**src/rtl/asq_pkg.sv**
```systemverilog
package asq_pkg;

    // ************************************************************
    // Register map
    // ************************************************************
    localparam logic [11:0] ASQ_OFF_INPUT_SEL = 12'h040;
    localparam logic [11:0] ASQ_OFF_STEP_CTL  = 12'h044;
    localparam logic [11:0] ASQ_OFF_RIS       = 12'h000;
    localparam logic [11:0] ASQ_OFF_IM        = 12'h008;
    localparam logic [11:0] ASQ_OFF_ISC       = 12'h00c;
    localparam logic [11:0] ASQ_OFF_TRIG      = 12'h014;
    localparam logic [11:0] ASQ_OFF_STAT      = 12'h018;

    // ************************************************************
    // Field layout
    // ************************************************************
    localparam int          ASQ_STEPS       = 8;
    localparam int          ASQ_SEL_W       = 2;
    localparam int          ASQ_SEL_STRIDE  = 4;
    localparam int          ASQ_GRP_W       = 4;
    localparam int          ASQ_BIT_DIFF    = 0;
    localparam int          ASQ_BIT_LAST    = 1;
    localparam int          ASQ_BIT_IRQ     = 2;
    localparam int          ASQ_BIT_TEMP    = 3;
    localparam logic [31:0] ASQ_SEL_WMASK   = 32'h0000_0333;
    localparam logic [31:0] ASQ_CTL_RESET   = 32'h0000_0000;
    localparam logic [31:0] ASQ_SEL_RESET   = 32'h0000_0000;
    localparam int          ASQ_STEP_W      = 3;
    localparam logic [2:0]  ASQ_STEP_FIRST  = 3'h0;
    localparam logic [2:0]  ASQ_STEP_TOP    = 3'h7;

    // ************************************************************
    // Types
    // ************************************************************
    typedef enum logic [2:0] {
        ASQ_IDLE = 3'b001,
        ASQ_REQ  = 3'b010,
        ASQ_WAIT = 3'b100
    } asq_state_t;

    typedef struct packed {
        logic       valid;
        logic [2:0] step;
        logic       temp;
        logic       diff;
        logic [1:0] sel;
        logic [3:0] pos_pin;
        logic [3:0] neg_pin;
    } asq_conv_t;

    typedef struct packed {
        logic        psel;
        logic        penable;
        logic        pwrite;
        logic [11:0] paddr;
        logic [31:0] pwdata;
    } asq_apb_req_t;

endpackage

```
**src/rtl/asq_seq0.sv**
```systemverilog
// Behaviour
// - Third step converts input chosen by select bits 9:8.
// - Second step converts input chosen by select bits 5:4.
// - First step converts input chosen by select bits 1:0.
// - Temperature flag set samples the sensor, else the selected pin.
// - Interrupt flag set raises raw interrupt when that step completes.
// - Raw interrupt reaches the controller only when its mask bit is set.
// - Any number of steps may raise the raw interrupt.
// - A step with its last flag set ends the sequence.
// - Steps after the first last flag are never requested.
// - Single-step sequencer 3 has its last flag fixed set.
// - Differential flag set samples an input pair.
// - Differential select value i picks inputs 2i and 2i+1.
// - Control word: four-bit groups temp, irq, last, diff, high to low.
// - Reserved select bits read as zero; software preserves them.
// - Single-ended select value n means input pin n.
`timescale 1ns/10ps
module asq_seq0
    import asq_pkg::*;
#(
    parameter int STEPS = ASQ_STEPS
)
(
    // Clock and reset
    input  wire logic                clk,
    input  wire logic                rst_n,
    input  wire logic                clk_en,
    // APB slave
    input  wire asq_pkg::asq_apb_req_t apb_req,
    output logic                     pready,
    output logic [31:0]              prdata,
    output logic                     pslverr,
    // Converter core
    input  wire logic                conv_done,
    output asq_pkg::asq_conv_t       conv_req,
    // Interrupt
    output logic                     irq
);
    import asq_pkg::*;

    // ************************************************************
    // Helpers
    // ************************************************************
    function automatic logic ctl_bit(input logic [31:0] w, input logic [2:0] s, input int b);
        ctl_bit = w[int'(s) * ASQ_GRP_W + b];
    endfunction

    function automatic logic [1:0] sel_of(input logic [31:0] w, input logic [2:0] s);
        sel_of = w[int'(s) * ASQ_SEL_STRIDE +: ASQ_SEL_W];
    endfunction

    function automatic logic is_mapped(input logic [11:0] a);
        case (a)
            ASQ_OFF_STEP_CTL, ASQ_OFF_INPUT_SEL, ASQ_OFF_RIS, ASQ_OFF_IM,
            ASQ_OFF_ISC, ASQ_OFF_TRIG, ASQ_OFF_STAT: is_mapped = 1'b1;
            default:                                 is_mapped = 1'b0;
        endcase
    endfunction

    function automatic logic [3:0] pos_pin_of(input logic [1:0] s, input logic d);
        if (d)
            pos_pin_of = {1'b0, s, 1'b0};
        else
            pos_pin_of = {2'h0, s};
    endfunction

    function automatic logic [3:0] neg_pin_of(input logic [1:0] s, input logic d);
        if (d)
            neg_pin_of = {1'b0, s, 1'b1};
        else
            neg_pin_of = 4'h0;
    endfunction

    // ************************************************************
    // Fixed last flag of a single-step sequencer
    // ************************************************************
    localparam logic [31:0] LAST_FIXED = (STEPS == 1) ? (32'h1 << ASQ_BIT_LAST) : 32'h0;

    logic [31:0]  ctl_q;
    logic [31:0]  sel_q;
    logic         ris_q;
    logic         im_q;
    logic         trig_q;
    asq_state_t   state_q;
    logic [2:0]   step_q;
    asq_conv_t    conv_q;
    logic         irq_q;
    logic         pready_q;
    logic [31:0]  prdata_q;
    logic         perr_q;
    logic         done_s1_q;
    logic         done_s2_q;
    logic         done_prev_q;
    logic         done_pulse;
    logic         step_irq;
    logic         wr;
    logic         rd;
    logic [1:0]   cur_sel;
    logic         cur_diff;
    logic         acc;
    logic         wr_ctl;
    logic         wr_sel;
    logic         wr_im;
    logic         wr_isc;
    logic         wr_trig;
    logic [1:0]   step0_input_sel;
    logic [1:0]   step1_input_sel;
    logic [1:0]   step2_input_sel;

    assign done_pulse = done_s2_q & ~done_prev_q;
    assign acc        = apb_req.psel & apb_req.penable & ~pready_q;
    assign rd         = acc & ~apb_req.pwrite;
    assign wr         = apb_req.psel & apb_req.penable & apb_req.pwrite & pready_q;
    assign step_irq   = (state_q == ASQ_WAIT) & done_pulse
                        & ctl_bit(ctl_q, step_q, ASQ_BIT_IRQ);
    assign cur_diff   = ctl_bit(ctl_q, step_q, ASQ_BIT_DIFF);

    // ************************************************************
    // Step input-select views
    // ************************************************************
    assign step0_input_sel = sel_of(sel_q, ASQ_STEP_FIRST);
    assign step1_input_sel = sel_of(sel_q, ASQ_STEP_FIRST + 3'h1);
    assign step2_input_sel = sel_of(sel_q, ASQ_STEP_FIRST + 3'h2);

    always_comb
    begin
        case (step_q)
            ASQ_STEP_FIRST:        cur_sel = step0_input_sel;
            ASQ_STEP_FIRST + 3'h1: cur_sel = step1_input_sel;
            ASQ_STEP_FIRST + 3'h2: cur_sel = step2_input_sel;
            default:               cur_sel = 2'h0;
        endcase
    end

    // ************************************************************
    // Write commit decode
    // ************************************************************
    assign wr_ctl  = wr & (apb_req.paddr == ASQ_OFF_STEP_CTL);
    assign wr_sel  = wr & (apb_req.paddr == ASQ_OFF_INPUT_SEL);
    assign wr_im   = wr & (apb_req.paddr == ASQ_OFF_IM);
    assign wr_isc  = wr & (apb_req.paddr == ASQ_OFF_ISC) & apb_req.pwdata[0];
    assign wr_trig = wr & (apb_req.paddr == ASQ_OFF_TRIG) & apb_req.pwdata[0];

    // ************************************************************
    // Completion input synchroniser
    // ************************************************************
    always_ff @(posedge clk or negedge rst_n)
    begin
        if (!rst_n)
        begin
            done_s1_q   <= 1'b0;
            done_s2_q   <= 1'b0;
            done_prev_q <= 1'b0;
        end
        else if (clk_en)
        begin
            done_s1_q   <= conv_done;
            done_s2_q   <= done_s1_q;
            done_prev_q <= done_s2_q;
        end
    end

    // ************************************************************
    // APB ready
    // ************************************************************
    always_ff @(posedge clk or negedge rst_n)
    begin
        if (!rst_n)
        begin
            pready_q <= 1'b0;
        end
        else if (clk_en)
        begin
            pready_q <= acc;
        end
    end

    // ************************************************************
    // APB error response
    // ************************************************************
    always_ff @(posedge clk or negedge rst_n)
    begin
        if (!rst_n)
        begin
            perr_q <= 1'b0;
        end
        else if (clk_en)
        begin
            perr_q <= acc & ~is_mapped(apb_req.paddr);
        end
    end

    // ************************************************************
    // APB read data
    // ************************************************************
    always_ff @(posedge clk or negedge rst_n)
    begin
        if (!rst_n)
        begin
            prdata_q <= 32'h0000_0000;
        end
        else if (clk_en)
        begin
            prdata_q <= 32'h0000_0000;
            if (rd)
            begin
                case (apb_req.paddr)
                    ASQ_OFF_STEP_CTL:  prdata_q <= ctl_q;
                    ASQ_OFF_INPUT_SEL: prdata_q <= sel_q & ASQ_SEL_WMASK;
                    ASQ_OFF_RIS:       prdata_q <= {31'h0, ris_q};
                    ASQ_OFF_IM:        prdata_q <= {31'h0, im_q};
                    ASQ_OFF_STAT:      prdata_q <= {28'h0, state_q != ASQ_IDLE, step_q};
                    ASQ_OFF_ISC, ASQ_OFF_TRIG: prdata_q <= 32'h0000_0000;
                    default:           prdata_q <= 32'h0000_0000;
                endcase
            end
        end
    end

    // ************************************************************
    // Step control word
    // ************************************************************
    always_ff @(posedge clk or negedge rst_n)
    begin
        if (!rst_n)
        begin
            ctl_q <= ASQ_CTL_RESET | LAST_FIXED;
        end
        else if (clk_en && wr_ctl)
        begin
            ctl_q <= apb_req.pwdata | LAST_FIXED;
        end
    end

    // ************************************************************
    // Input select word
    // ************************************************************
    always_ff @(posedge clk or negedge rst_n)
    begin
        if (!rst_n)
        begin
            sel_q <= ASQ_SEL_RESET;
        end
        else if (clk_en && wr_sel)
        begin
            sel_q <= apb_req.pwdata & ASQ_SEL_WMASK;
        end
    end

    // ************************************************************
    // Interrupt mask
    // ************************************************************
    always_ff @(posedge clk or negedge rst_n)
    begin
        if (!rst_n)
        begin
            im_q <= 1'b0;
        end
        else if (clk_en && wr_im)
        begin
            im_q <= apb_req.pwdata[0];
        end
    end

    // ************************************************************
    // Trigger
    // ************************************************************
    always_ff @(posedge clk or negedge rst_n)
    begin
        if (!rst_n)
        begin
            trig_q <= 1'b0;
        end
        else if (clk_en)
        begin
            trig_q <= wr_trig;
        end
    end

    // ************************************************************
    // Raw interrupt status
    // ************************************************************
    always_ff @(posedge clk or negedge rst_n)
    begin
        if (!rst_n)
        begin
            ris_q <= 1'b0;
        end
        else if (clk_en)
        begin
            if (step_irq)
                ris_q <= 1'b1;
            else if (wr_isc)
                ris_q <= 1'b0;
        end
    end

    // ************************************************************
    // Interrupt output
    // ************************************************************
    always_ff @(posedge clk or negedge rst_n)
    begin
        if (!rst_n)
        begin
            irq_q <= 1'b0;
        end
        else if (clk_en)
        begin
            irq_q <= (ris_q | step_irq) & im_q;
        end
    end

    // ************************************************************
    // Step sequencer
    // ************************************************************
    always_ff @(posedge clk or negedge rst_n)
    begin
        if (!rst_n)
        begin
            state_q <= ASQ_IDLE;
            step_q  <= ASQ_STEP_FIRST;
        end
        else if (clk_en)
        begin
            case (state_q)
                ASQ_IDLE:
                begin
                    if (trig_q)
                    begin
                        step_q  <= ASQ_STEP_FIRST;
                        state_q <= ASQ_REQ;
                    end
                end
                ASQ_REQ:
                    state_q <= ASQ_WAIT;
                ASQ_WAIT:
                begin
                    if (done_pulse)
                    begin
                        if (ctl_bit(ctl_q, step_q, ASQ_BIT_LAST)
                            || step_q == 3'(STEPS - 1))
                            state_q <= ASQ_IDLE;
                        else
                        begin
                            step_q  <= step_q + 3'h1;
                            state_q <= ASQ_REQ;
                        end
                    end
                end
                default:
                    state_q <= ASQ_IDLE;
            endcase
        end
    end

    // ************************************************************
    // Converter front-end steering
    // ************************************************************
    always_ff @(posedge clk or negedge rst_n)
    begin
        if (!rst_n)
            conv_q <= '0;
        else if (clk_en)
        begin
            conv_q.valid <= (state_q == ASQ_REQ);
            if (state_q == ASQ_REQ)
            begin
                conv_q.step    <= step_q;
                conv_q.temp    <= ctl_bit(ctl_q, step_q, ASQ_BIT_TEMP);
                conv_q.diff    <= cur_diff;
                conv_q.sel     <= cur_sel;
                conv_q.pos_pin <= pos_pin_of(cur_sel, cur_diff);
                conv_q.neg_pin <= neg_pin_of(cur_sel, cur_diff);
            end
        end
    end

    assign pready   = pready_q;
    assign prdata   = prdata_q;
    assign pslverr  = perr_q;
    assign conv_req = conv_q;
    assign irq      = irq_q;

endmodule

```
**config.mk**
```make
export PLATFORM = sky130hd
export DESIGN_NAME = asq_seq0
export DESIGN_NICKNAME = d
export VERILOG_FILES = /design/src/rtl/asq_pkg.sv /design/src/rtl/asq_seq0.sv
export SDC_FILE = /design/constraint.sdc
export NUM_CORES = 1
export LEC_CHECK = 0
export CAP_MARGIN = 0
export CORE_ASPECT_RATIO = 1.4
export CORE_UTILIZATION = 57
export DETAILED_ROUTE_END_ITERATION = 10
export DONT_BUFFER_PORTS = 1
export PLACE_DENSITY = 0.72
export SLEW_MARGIN = 10
export SYNTH_ARGS = -nofsm -noshare
export SYNTH_HDL_FRONTEND = slang
export SYNTH_SLANG_ARGS = --single-unit
```
**constraint.sdc**
```tcl
create_clock -name clk -period 2.1 [get_ports clk]
set_input_delay 0 -clock clk [delete_from_list [all_inputs] [get_ports clk]]
set_output_delay 0 -clock clk [all_outputs]
set_load 0.01 [all_outputs]
```
# After elaboration in Yosys (flattened, before gate mapping)
# Index checks and enable logic that the tools add are counted.
dict set report classes {
  n_addsub 4
  order_cmp 4
  eq_ne 16
  mux 28
  bitwise 22
  n_reduce_logical 13
}
# cell n
set op_table {}
lappend op_table {{one-hot mux 32 bit (5 select lines)} 1}
lappend op_table {{two-way mux 32 bit} 1}
lappend op_table {{== test 12 x 4 -> 1 bit (second input constant)} 2}
lappend op_table {{== test 12 x 5 -> 1 bit (second input constant)} 2}
lappend op_table {{== test 12 x 7 -> 1 bit (second input constant)} 2}
lappend op_table {{two-way mux 3 bit} 7}
lappend op_table {{< comparator 6 bit (second input constant)} 3}
lappend op_table {{bitwise AND 1 bit} 17}
lappend op_table {{binary-select mux 1 bit (select 5 bit)} 3}
lappend op_table {{adder 5 x 2 -> 6 bit (second input constant)} 2}
lappend op_table {{zero test 12 bit} 1}
lappend op_table {{two-way mux 1 bit} 11}
lappend op_table {{one-hot mux 3 bit (3 select lines)} 1}
lappend op_table {{OR reduction 7 bit} 1}
lappend op_table {{adder 5 x 1 -> 6 bit (second input constant)} 1}
lappend op_table {{== test 3 x 1 -> 1 bit (second input constant)} 2}
lappend op_table {{== test 3 x 2 -> 1 bit (second input constant)} 2}
lappend op_table {{== test 3 bit (second input constant)} 2}
lappend op_table {{< comparator 5 x 6 -> 1 bit (second input constant)} 1}
lappend op_table {{inequality test 2 bit (second input constant)} 3}
lappend op_table {{one-hot mux 2 bit (3 select lines)} 1}
lappend op_table {{one-hot mux 3 bit (2 select lines)} 1}
lappend op_table {{AND reduction 5 bit} 1}
lappend op_table {{inverter 1 bit} 4}
lappend op_table {{11 further kinds} 15}
dict set report totals {
  reg_bits 101
  inputBits 51
  out_inout_bits 51
  word_cells 108
}

# Logic depth before layout (Yosys ltp)
# Gate-level depths: netlist of run 1.
dict set report depth {
  word_depth 8
  ltp_mapped 7
  depth_no_buf 6
}

# Least setup slack after synthesis of run 1
# Ideal clock, no wire load.
dict set report synth_path {
  path_kind {reg2reg}
  start {register step_q[0]}
  end {register conv_q (netlist bit conv_req[5])}
  setup_ns 0.118
  t_arrival_ns 1.932
  required_time_ns 1.982
  setup_slack_ns 0.050
  stages_incl_launch_ff 8
  path_buffers 1
  period_less_slack_ns 2.050
  cell_sequence {dfrtp_1 > buf_1 > inv_1 > ha_1 > a222oi_1 > nor3_1 > a22o_1 > a21o_1}
}
dict set report synth_via {
  elab_chain_cells 3
  elab_cells_between_ends 7
  classes_between {eq/ne (2); mux (4); reduce/logical (1)}
}
# element line_no
set synth_lines {}
lappend synth_lines {{start, declared} asq_seq0.sv:85} ;# logic [2:0] step_q;
lappend synth_lines {{start signal, assigned} asq_seq0.sv:345} ;# step_q <= step_q + 3'h1;
lappend synth_lines {{binary-select mux 1 bit (select 3 bit), or another cell as far along} asq_seq0.sv:45} ;# ctl_bit = w[int'(s) * ASQ_GRP_W + b];
lappend synth_lines {{two-way mux 1 bit (not written as such) or one-hot mux 2 bit (3 select lines) (tied branches)} {asq_seq0.sv:45, asq_seq0.sv:127}}
lappend synth_lines {{two-way mux 3 bit *} asq_seq0.sv:61} ;# if (d)
lappend synth_lines {{end, declared} asq_seq0.sv:86} ;# asq_conv_t conv_q;
# Every way passes the cells marked *; elsewhere a longest branch is shown, timed or not. The select of a mux whose other input is x is not followed.
# A chain may end at the register's enable or synchronous reset.

# Worst setup path in the final report of run 1
dict set report layout_path {
  start {register step_q[0]}
  end {register step_q[0]}
}
dict set report layout_via {
  elab_chain_cells 7
  elab_cells_between_ends 12
  classes_between {add/sub (2); eq/ne (2); mux (6); reduce/logical (2)}
}
# element line_no
set layout_lines {}
lappend layout_lines {{adder 5 x 1 -> 6 bit} asq_seq0.sv:45}
lappend layout_lines {{binary-select mux 1 bit (select 5 bit)} asq_seq0.sv:45}
lappend layout_lines {{two-way mux 1 bit (not written as such) (2 in a row)} asq_seq0.sv:45}
lappend layout_lines {{logical OR 1 bit} asq_seq0.sv:341} ;# || step_q == 3'(STEPS - 1))
lappend layout_lines {{inequality test 2 bit (no source line)} --}
lappend layout_lines {{AND reduction 5 bit (no source line)} --}
# Several ways; a longest one is shown, not always the timed one. The select of a mux whose other input is x is not followed.

==> impl_metrics.yaml, run 1 <==
critical_path:
  rr_startpoint: "step_q[0]$_DFFE_PN0P_"
  cp.required_ns: 2.38
  cp.depth: 5
  r2r_end: "step_q[0]$_DFFE_PN0P_"
  cp.arrival_ns: 2.30
  cp_common_cell: "ha_1"
  reg2reg_slack_ns: 0.08
  cp_slowest_cell: "or4b_4"
  cp_top_family: "compound AO/OA/AOI/OAI gates"
  worstPathMaxFanout: 5
  critPathBufInv: 0
  path_cells: "ha_1 -> ha_1 -> a311o_1 -> or4b_4 -> a22oi_1"
  critPathMaxStageDelay_ns: 0.57
  cp-start-kind: "flop"
  crit_type: "flop to flop"
  r2r_cells: 5
  endpoint_kind: "flop"
routing:
  drt_pre_antenna_iters: 4
  wl_mm: 10.1
  wl_per_cell_um: 20.1
  detail-route-antenna-nets: 0
  drt_iter0_markers: 167
  vias_per_cell: 6.05
  num_vias: 3057
  drc: 0
power_and_ir_drop:
  peakVddDrop_mv: 0.366
  pwr-share-comb_pct: 11.6
  p_leak_uw: 0.00261
  p_sw_share_pct: 26.2
  clockPowerShare_pct: 31.5
  netSwitchingPower_uw: 944
  seqPwrFrac_pct: 56.9
  p_int_uw: 2660
  p_per_area_nw_per_um2: 678
grt:
  grtUsageMet2_pct: 44.8
  grt_pass1_vias: 3295
  grt_pass1_wl_mm: 16.6
  antenna_found_initial: 0
  grt_use_met1_pct: 32.2
  grt_busiest_layer: "met2"
  overflow: 0
  grt_start_max_net_pins: 98
  grtUsageTotal_pct: 26.5
  met3_usage_pct: 6.04
synth:
  synth_edf_count: 0
  synth_ff_type: "dfrtp_1"
  synthArstFlopShare_pct: 100
  syn_avg_cell_area_um2: 13.2
  syn_inst: 342
  netlist_area_um2: 4500
  ys_ff_latch: 97
  yosysSeqAreaShare_pct: 54.0
  yosys_warnings: 0
  ys_types: 57
finish:
  nFillCells: 547
  fin_area_um2: 5310
  final_common_cell: "dfrtp_1"
  nets: 456
  layout_common_cells: "dfrtp_1 (96), dlygate4sd3_1 (48), mux2_4 (30)"
  final-seq-area_um2: 2430
  drive_gt1_share_pct: 23.2
  area_growth_pct: 18.1
  multi_input_area_um2: 1880
  diodes: 0
timing:
  whs_ns: -0.688
  fin_skew_ns: 0.0109
  finalMaxSlewViolations: 0
  fmax_mhz: 495
  rsz0062_at_grt: "false"
  period_share_pct: 96.3
  setup_viol: 0
  tns_ns: 0
  hold_violations: 97
  post-route-min-period_ns: 2.02
clock_network:
  clk_latency_ns: 0.37
  cts_root_buffer: "clkbuf_8"
  cts_tree: "done"
  cts.sinks: 97
  htreeDepth: 3
  cts.reportedPaths.clkPinSlew_ns: 0.10
  clk_path_buf_depth: 2
  numCtsBuffers: 9
  hold_buffers: 49
run_status:
  violations: "hold timing"
  outcome: "finished with violations"
die:
  io_pins: 102
  fp.dieH_um: 107
  num_rows: 38
  die_area_um2: 8260
  core-area_um2: 7700
  initial_core_util_pct: 58.4
  die_width_um: 77.1
placement:
  gp_congestion: 0.859
  numPortBuffers: 0
  post_dp_cell_area_um2: 4640
  hpwl_mm: 6.92
job:
  cap_violations: 0
min_path:
  hp-class: "input port to asynchronous set/reset pin"
[metrics by stage]
step	total power (µW)	cells	hold slack, ns	worst slack (ns)	utilization, %
after global placement	2410	440	-0.294	0.123	60.2
final	3610	505	-0.688	0.0781	69.0
after detailed placement	2420	440	-0.294	0.0265	60.2
after global routing	3730	505	-0.711	0.0193	69.0
after floorplan	2300	343	-0.296	0.0499	-
after CTS	3610	505	-0.701	0.00771	68.9
[Yosys cell counts (2+ instances only)]
| library cell | instances | share of area (%) |
|---|---|---|
| dfrtp_1 | 96 | 53 |
| mux2_4 | 30 | 10 |
| a22o_1 | 29 | 5.6 |
| mux2_2 | 14 | 3.5 |
| inv_1 | 13 | 1.1 |
| nand2_1 | 13 | 1.1 |
| o21ai_0 | 11 | 1.2 |
| clkbuf_1 | 10 | 0.83 |
| nor3_1 | 9 | 1.0 |
| mux2i_1 | 8 | 1.8 |
| nand3_1 | 8 | 0.89 |
| nor2_1 | 8 | 0.67 |
| a32oi_1 | 7 | 1.4 |
| a21o_1 | 5 | 0.83 |
| buf_4 | 5 | 0.83 |
| buf_6 | 5 | 1.3 |
| ha_1 | 5 | 1.4 |
| mux4_2 | 4 | 2.0 |
| nor2b_1 | 4 | 0.56 |
| o22ai_1 | 4 | 0.56 |
| a211oi_1 | 3 | 0.50 |
| a222oi_1 | 3 | 0.67 |
| a22oi_1 | 3 | 0.50 |
| nand4_1 | 3 | 0.42 |
| a21oi_1 | 2 | 0.22 |
| and2_1 | 2 | 0.28 |
| and3_1 | 2 | 0.28 |
| buf_1 | 2 | 0.17 |
| buf_2 | 2 | 0.22 |
| nor4b_1 | 2 | 0.39 |
| o2bb2ai_1 | 2 | 0.39 |
| o31ai_1 | 2 | 0.33 |
| or3b_2 | 2 | 0.39 |
[power groups by stage]
stage,clock (µW),combinational (µW),sequential [µW]
after floorplan,0,220,2080
after global placement,0,324,2080
after detailed placement,0,332,2090
after CTS,1140,415,2050
after global routing,1210,457,2060
final,1140,417,2050
[layout make-up]
type,instances,area share [%]
Timing Repair Buffer,70,12.2
Sequential cell,97,45.7
Multi-Input combinational cell,209,35.4
Clock inverter,5,0.730
Inverter,13,0.918
Clock buffer,11,2.66
Tap cell,100,2.35
[sequential cells by signal, summed over array words and instances, names as in the netlist]
| name | flops |
|---|---|
| prdata | 32 |
| ctl_q | 32 |
| im_q | 1 |
| conv_req | 12 |
| state_q | 3 |
| irq | 1 |
| trig_q | 1 |
| pready | 1 |
| done_s2_q | 1 |
| pslverr | 1 |
| ris_q | 1 |
| sel_q | 6 |
| done_s1_q | 1 |
| step_q | 3 |
| done_prev_q | 1 |
[logic make-up after synthesis]
logic type / count (synthesis) / synth area share (%)
mux: 56 / 17.3
flops: 97 / 54.0
compound gates: 80 / 14.0
simple gates: 66 / 8.82
fa+ha+maj: 5 / 1.39
buf+inv: 37 / 4.39
other cells: 1 / 0.0833
[how the worst max path moves through the flow]
stage | startpoint | endpoint | slack (ns)
floorplan | step_q[0]$_DFFE_PN0P_ | conv_req[5]$_DFFE_PN0P_ | 0.05
global route | step_q[0]$_DFFE_PN0P_ | step_q[0]$_DFFE_PN0P_ | 0.02
global placement | state_q[1]$_DFFE_PN0P_ | step_q[0]$_DFFE_PN0P_ | 0.12
CTS | state_q[1]$_DFFE_PN0P_ | step_q[0]$_DFFE_PN0P_ | 0.008
detailed placement | state_q[1]$_DFFE_PN0P_ | step_q[0]$_DFFE_PN0P_ | 0.03
finish | step_q[0]$_DFFE_PN0P_ | step_q[0]$_DFFE_PN0P_ | 0.08
[routing by layer]
layer	routed length, µm	part of all wire (%)
met4	260	2.6
met1	4210	42
met3	504	5.0
met5	0	0
met2	5160	51
[repair_timing]
item                                   CTS  global route
buffers inserted                         0             0
endpoints found under the hold margin  156            97
gates resized for setup                  0             2
setup endpoints to repair                0             3
Power figures use the tool's default switching activity.
==> run 2: changes to the inputs <==
CORE_MARGIN = 10   (was unset)
CORE_UTILIZATION = 60   (was 57)
PLACE_DENSITY = 0.73   (was 0.72)
clock period = 2.5 ns   (was 2.1 ns; I/O delays follow)
==> run 2 against run 1 <==
Compared with the run above: count of clock-buffer cells in the layout grew 1; total power down 7.2%; combinational power down 18%; largest power group unchanged; the run now ends clean; critical path depth is 1 higher; die area rose by 38%; final cell count is 2.8% lower; clock power increased by 11%; via count increased by 0.33%; critical path type is now input port to flop; largest cell class unchanged.
==> impl_metrics.yaml, run 2 (synthesis gave the netlist of run 1 again) <==
critical_path:
  cp.arrival_ns: 2.51
  worstPathMaxFanout: 4
  crit_type: "input port to flop"
  cp-start-kind: "input port"
  cp.required_ns: 2.76
  endpoint_kind: "flop"
finish:
  nets: 445
  final_common_cell: "dfrtp_1"
  layout_common_cells: "dfrtp_1 (96), dlygate4sd3_1 (48), mux2_4 (30)"
  drive_gt1_share_pct: 21.1
  area_growth_pct: 18.1
  diodes: 0
routing:
  detail-route-antenna-nets: 0
  drt_pre_antenna_iters: 5
  num_vias: 3067
  wl_per_cell_um: 23.2
  vias_per_cell: 6.25
  drc: 0
  drt_iter0_markers: 230
  wl_mm: 11.4
die:
  io_pins: 102
  die_width_um: 93.2
  die_area_um2: 11400
  core-area_um2: 7310
  fp.dieH_um: 122
  initial_core_util_pct: 61.5
  num_rows: 37
power_and_ir_drop:
  peakVddDrop_mv: 0.527
  totalPowerFinal_uw: 3340
  p_per_area_nw_per_um2: 629
  p_leak_uw: 0.00259
clock_network:
  cts_root_buffer: "clkbuf_8"
  ctsResizeCount: 0
  hold_buffers: 49
  clk_path_buf_depth: 2
  cts.sinks: 97
  post_cts_buffers: 0
  htreeDepth: 3
  numCtsBuffers: 9
  clk_latency_ns: 0.36
  cts_tree: "done"
  cts.reportedPaths.clkPinSlew_ns: 0.09
placement:
  numPortBuffers: 0
  dp_slack_ns: 0.304
  hpwl_mm: 7.61
  gp_congestion: 0.824
timing:
  slew_headroom_pct: 57.1
  hold_violations: 0
  fmax_mhz: 443
  tns_ns: 0
  whs_ns: 0.0160
  worst_pin_slew_ns: 0.636
  period_share_pct: 90.4
  rsz0062_at_grt: "false"
  finalMaxSlewViolations: 0
  fin_ws_ns: 0.240
  fin_skew_ns: 0.00720
  post-route-min-period_ns: 2.26
  setup_viol: 0
grt:
  grtUsageTotal_pct: 20.6
  grt_pass1_vias: 3221
  grt_start_max_net_pins: 98
  overflow: 0
  grt_pass1_wl_mm: 18.5
  antenna_found_initial: 0
min_path:
  hp-class: "input port to flop"
run_status:
  outcome: "complete, no violations"
job:
  cap_violations: 0
run 2: cell count changes in the layout (fill, tap and decap cells not counted):
cell            change
dlymetal6s4s_1      -1
buf_16              +1
buf_4              -11
or4b_1              +1
clkinvlp_4          -1
clkinv_2            -1
clkinv_4            -1
or4b_4              -1
inv_6               -1
clkbuf_8            +1
bufinv_16           +3
run 2: worst max-delay path, cell delays in order:
cell and delay (ns):
dlygate4sd3_1 0.59, nor3_1 0.29, dlygate4sd3_1 0.64, nand4_1 0.10
dlygate4sd3_1 0.61, mux2_2 0.27
run 2: worst paths after layout:
path                                             from                     end  slack [ns]  depth (start not counted)
worst max-delay path                      apb_req[39]        im_q$_DFFE_PN0P_        0.24                          6
worst min-delay path                           clk_en  state_q[2]$_DFFE_PN0P_        0.02                          3
worst max register to register  step_q[0]$_DFFE_PN0P_   step_q[0]$_DFFE_PN0P_        0.27                          4
worst min register to register  done_s1_q$_DFFE_PN0P_   done_s1_q$_DFFE_PN0P_        0.51                          1
max in group asynchronous                       rst_n  state_q[0]$_DFFE_PN1P_        1.90                          2
min in group asynchronous                       rst_n   prdata[7]$_DFFE_PN0P_        0.22                          2
run 2: where the power goes:
| part | total [µW] | leakage (µW) | internal [µW] | switching, µW |
|---|---|---|---|---|
| clock network | 1260 | 0.000127 | 722 | 536 |
| registers | 1740 | 0.00131 | 1650 | 95.4 |
| logic | 343 | 0.00114 | 170 | 173 |
run 2: cell type report:
cell class,instances,area (µm²)
clock inverters,4,98.8
well taps,97,121
clock buffers,12,155
flip-flops and latches,97,2430
fillers,509,2000
multi-input cells,209,1880
repair buffers,59,583
inverters,13,48.8
run 2: per-layer routing:
metal  up-vias  GRT usage (%)  wire length (µm)
met3        14           6.11               880
met4         0           5.90               126
met5         -              0                 0
met2       115           35.0              6000
met1      1562           24.8              4380
li1       1376              -                 -
run 2: per-stage QoR:
stage	cell area, µm²	utilization [%]	std cells
6_report	5310	72.6	491
5_1_grt	5310	72.6	491
4_1_cts	5310	72.6	491
3_5_place_dp	4550	62.2	426
3_3_place_gp	4550	62.2	426
2_1_floorplan	4500	-	343
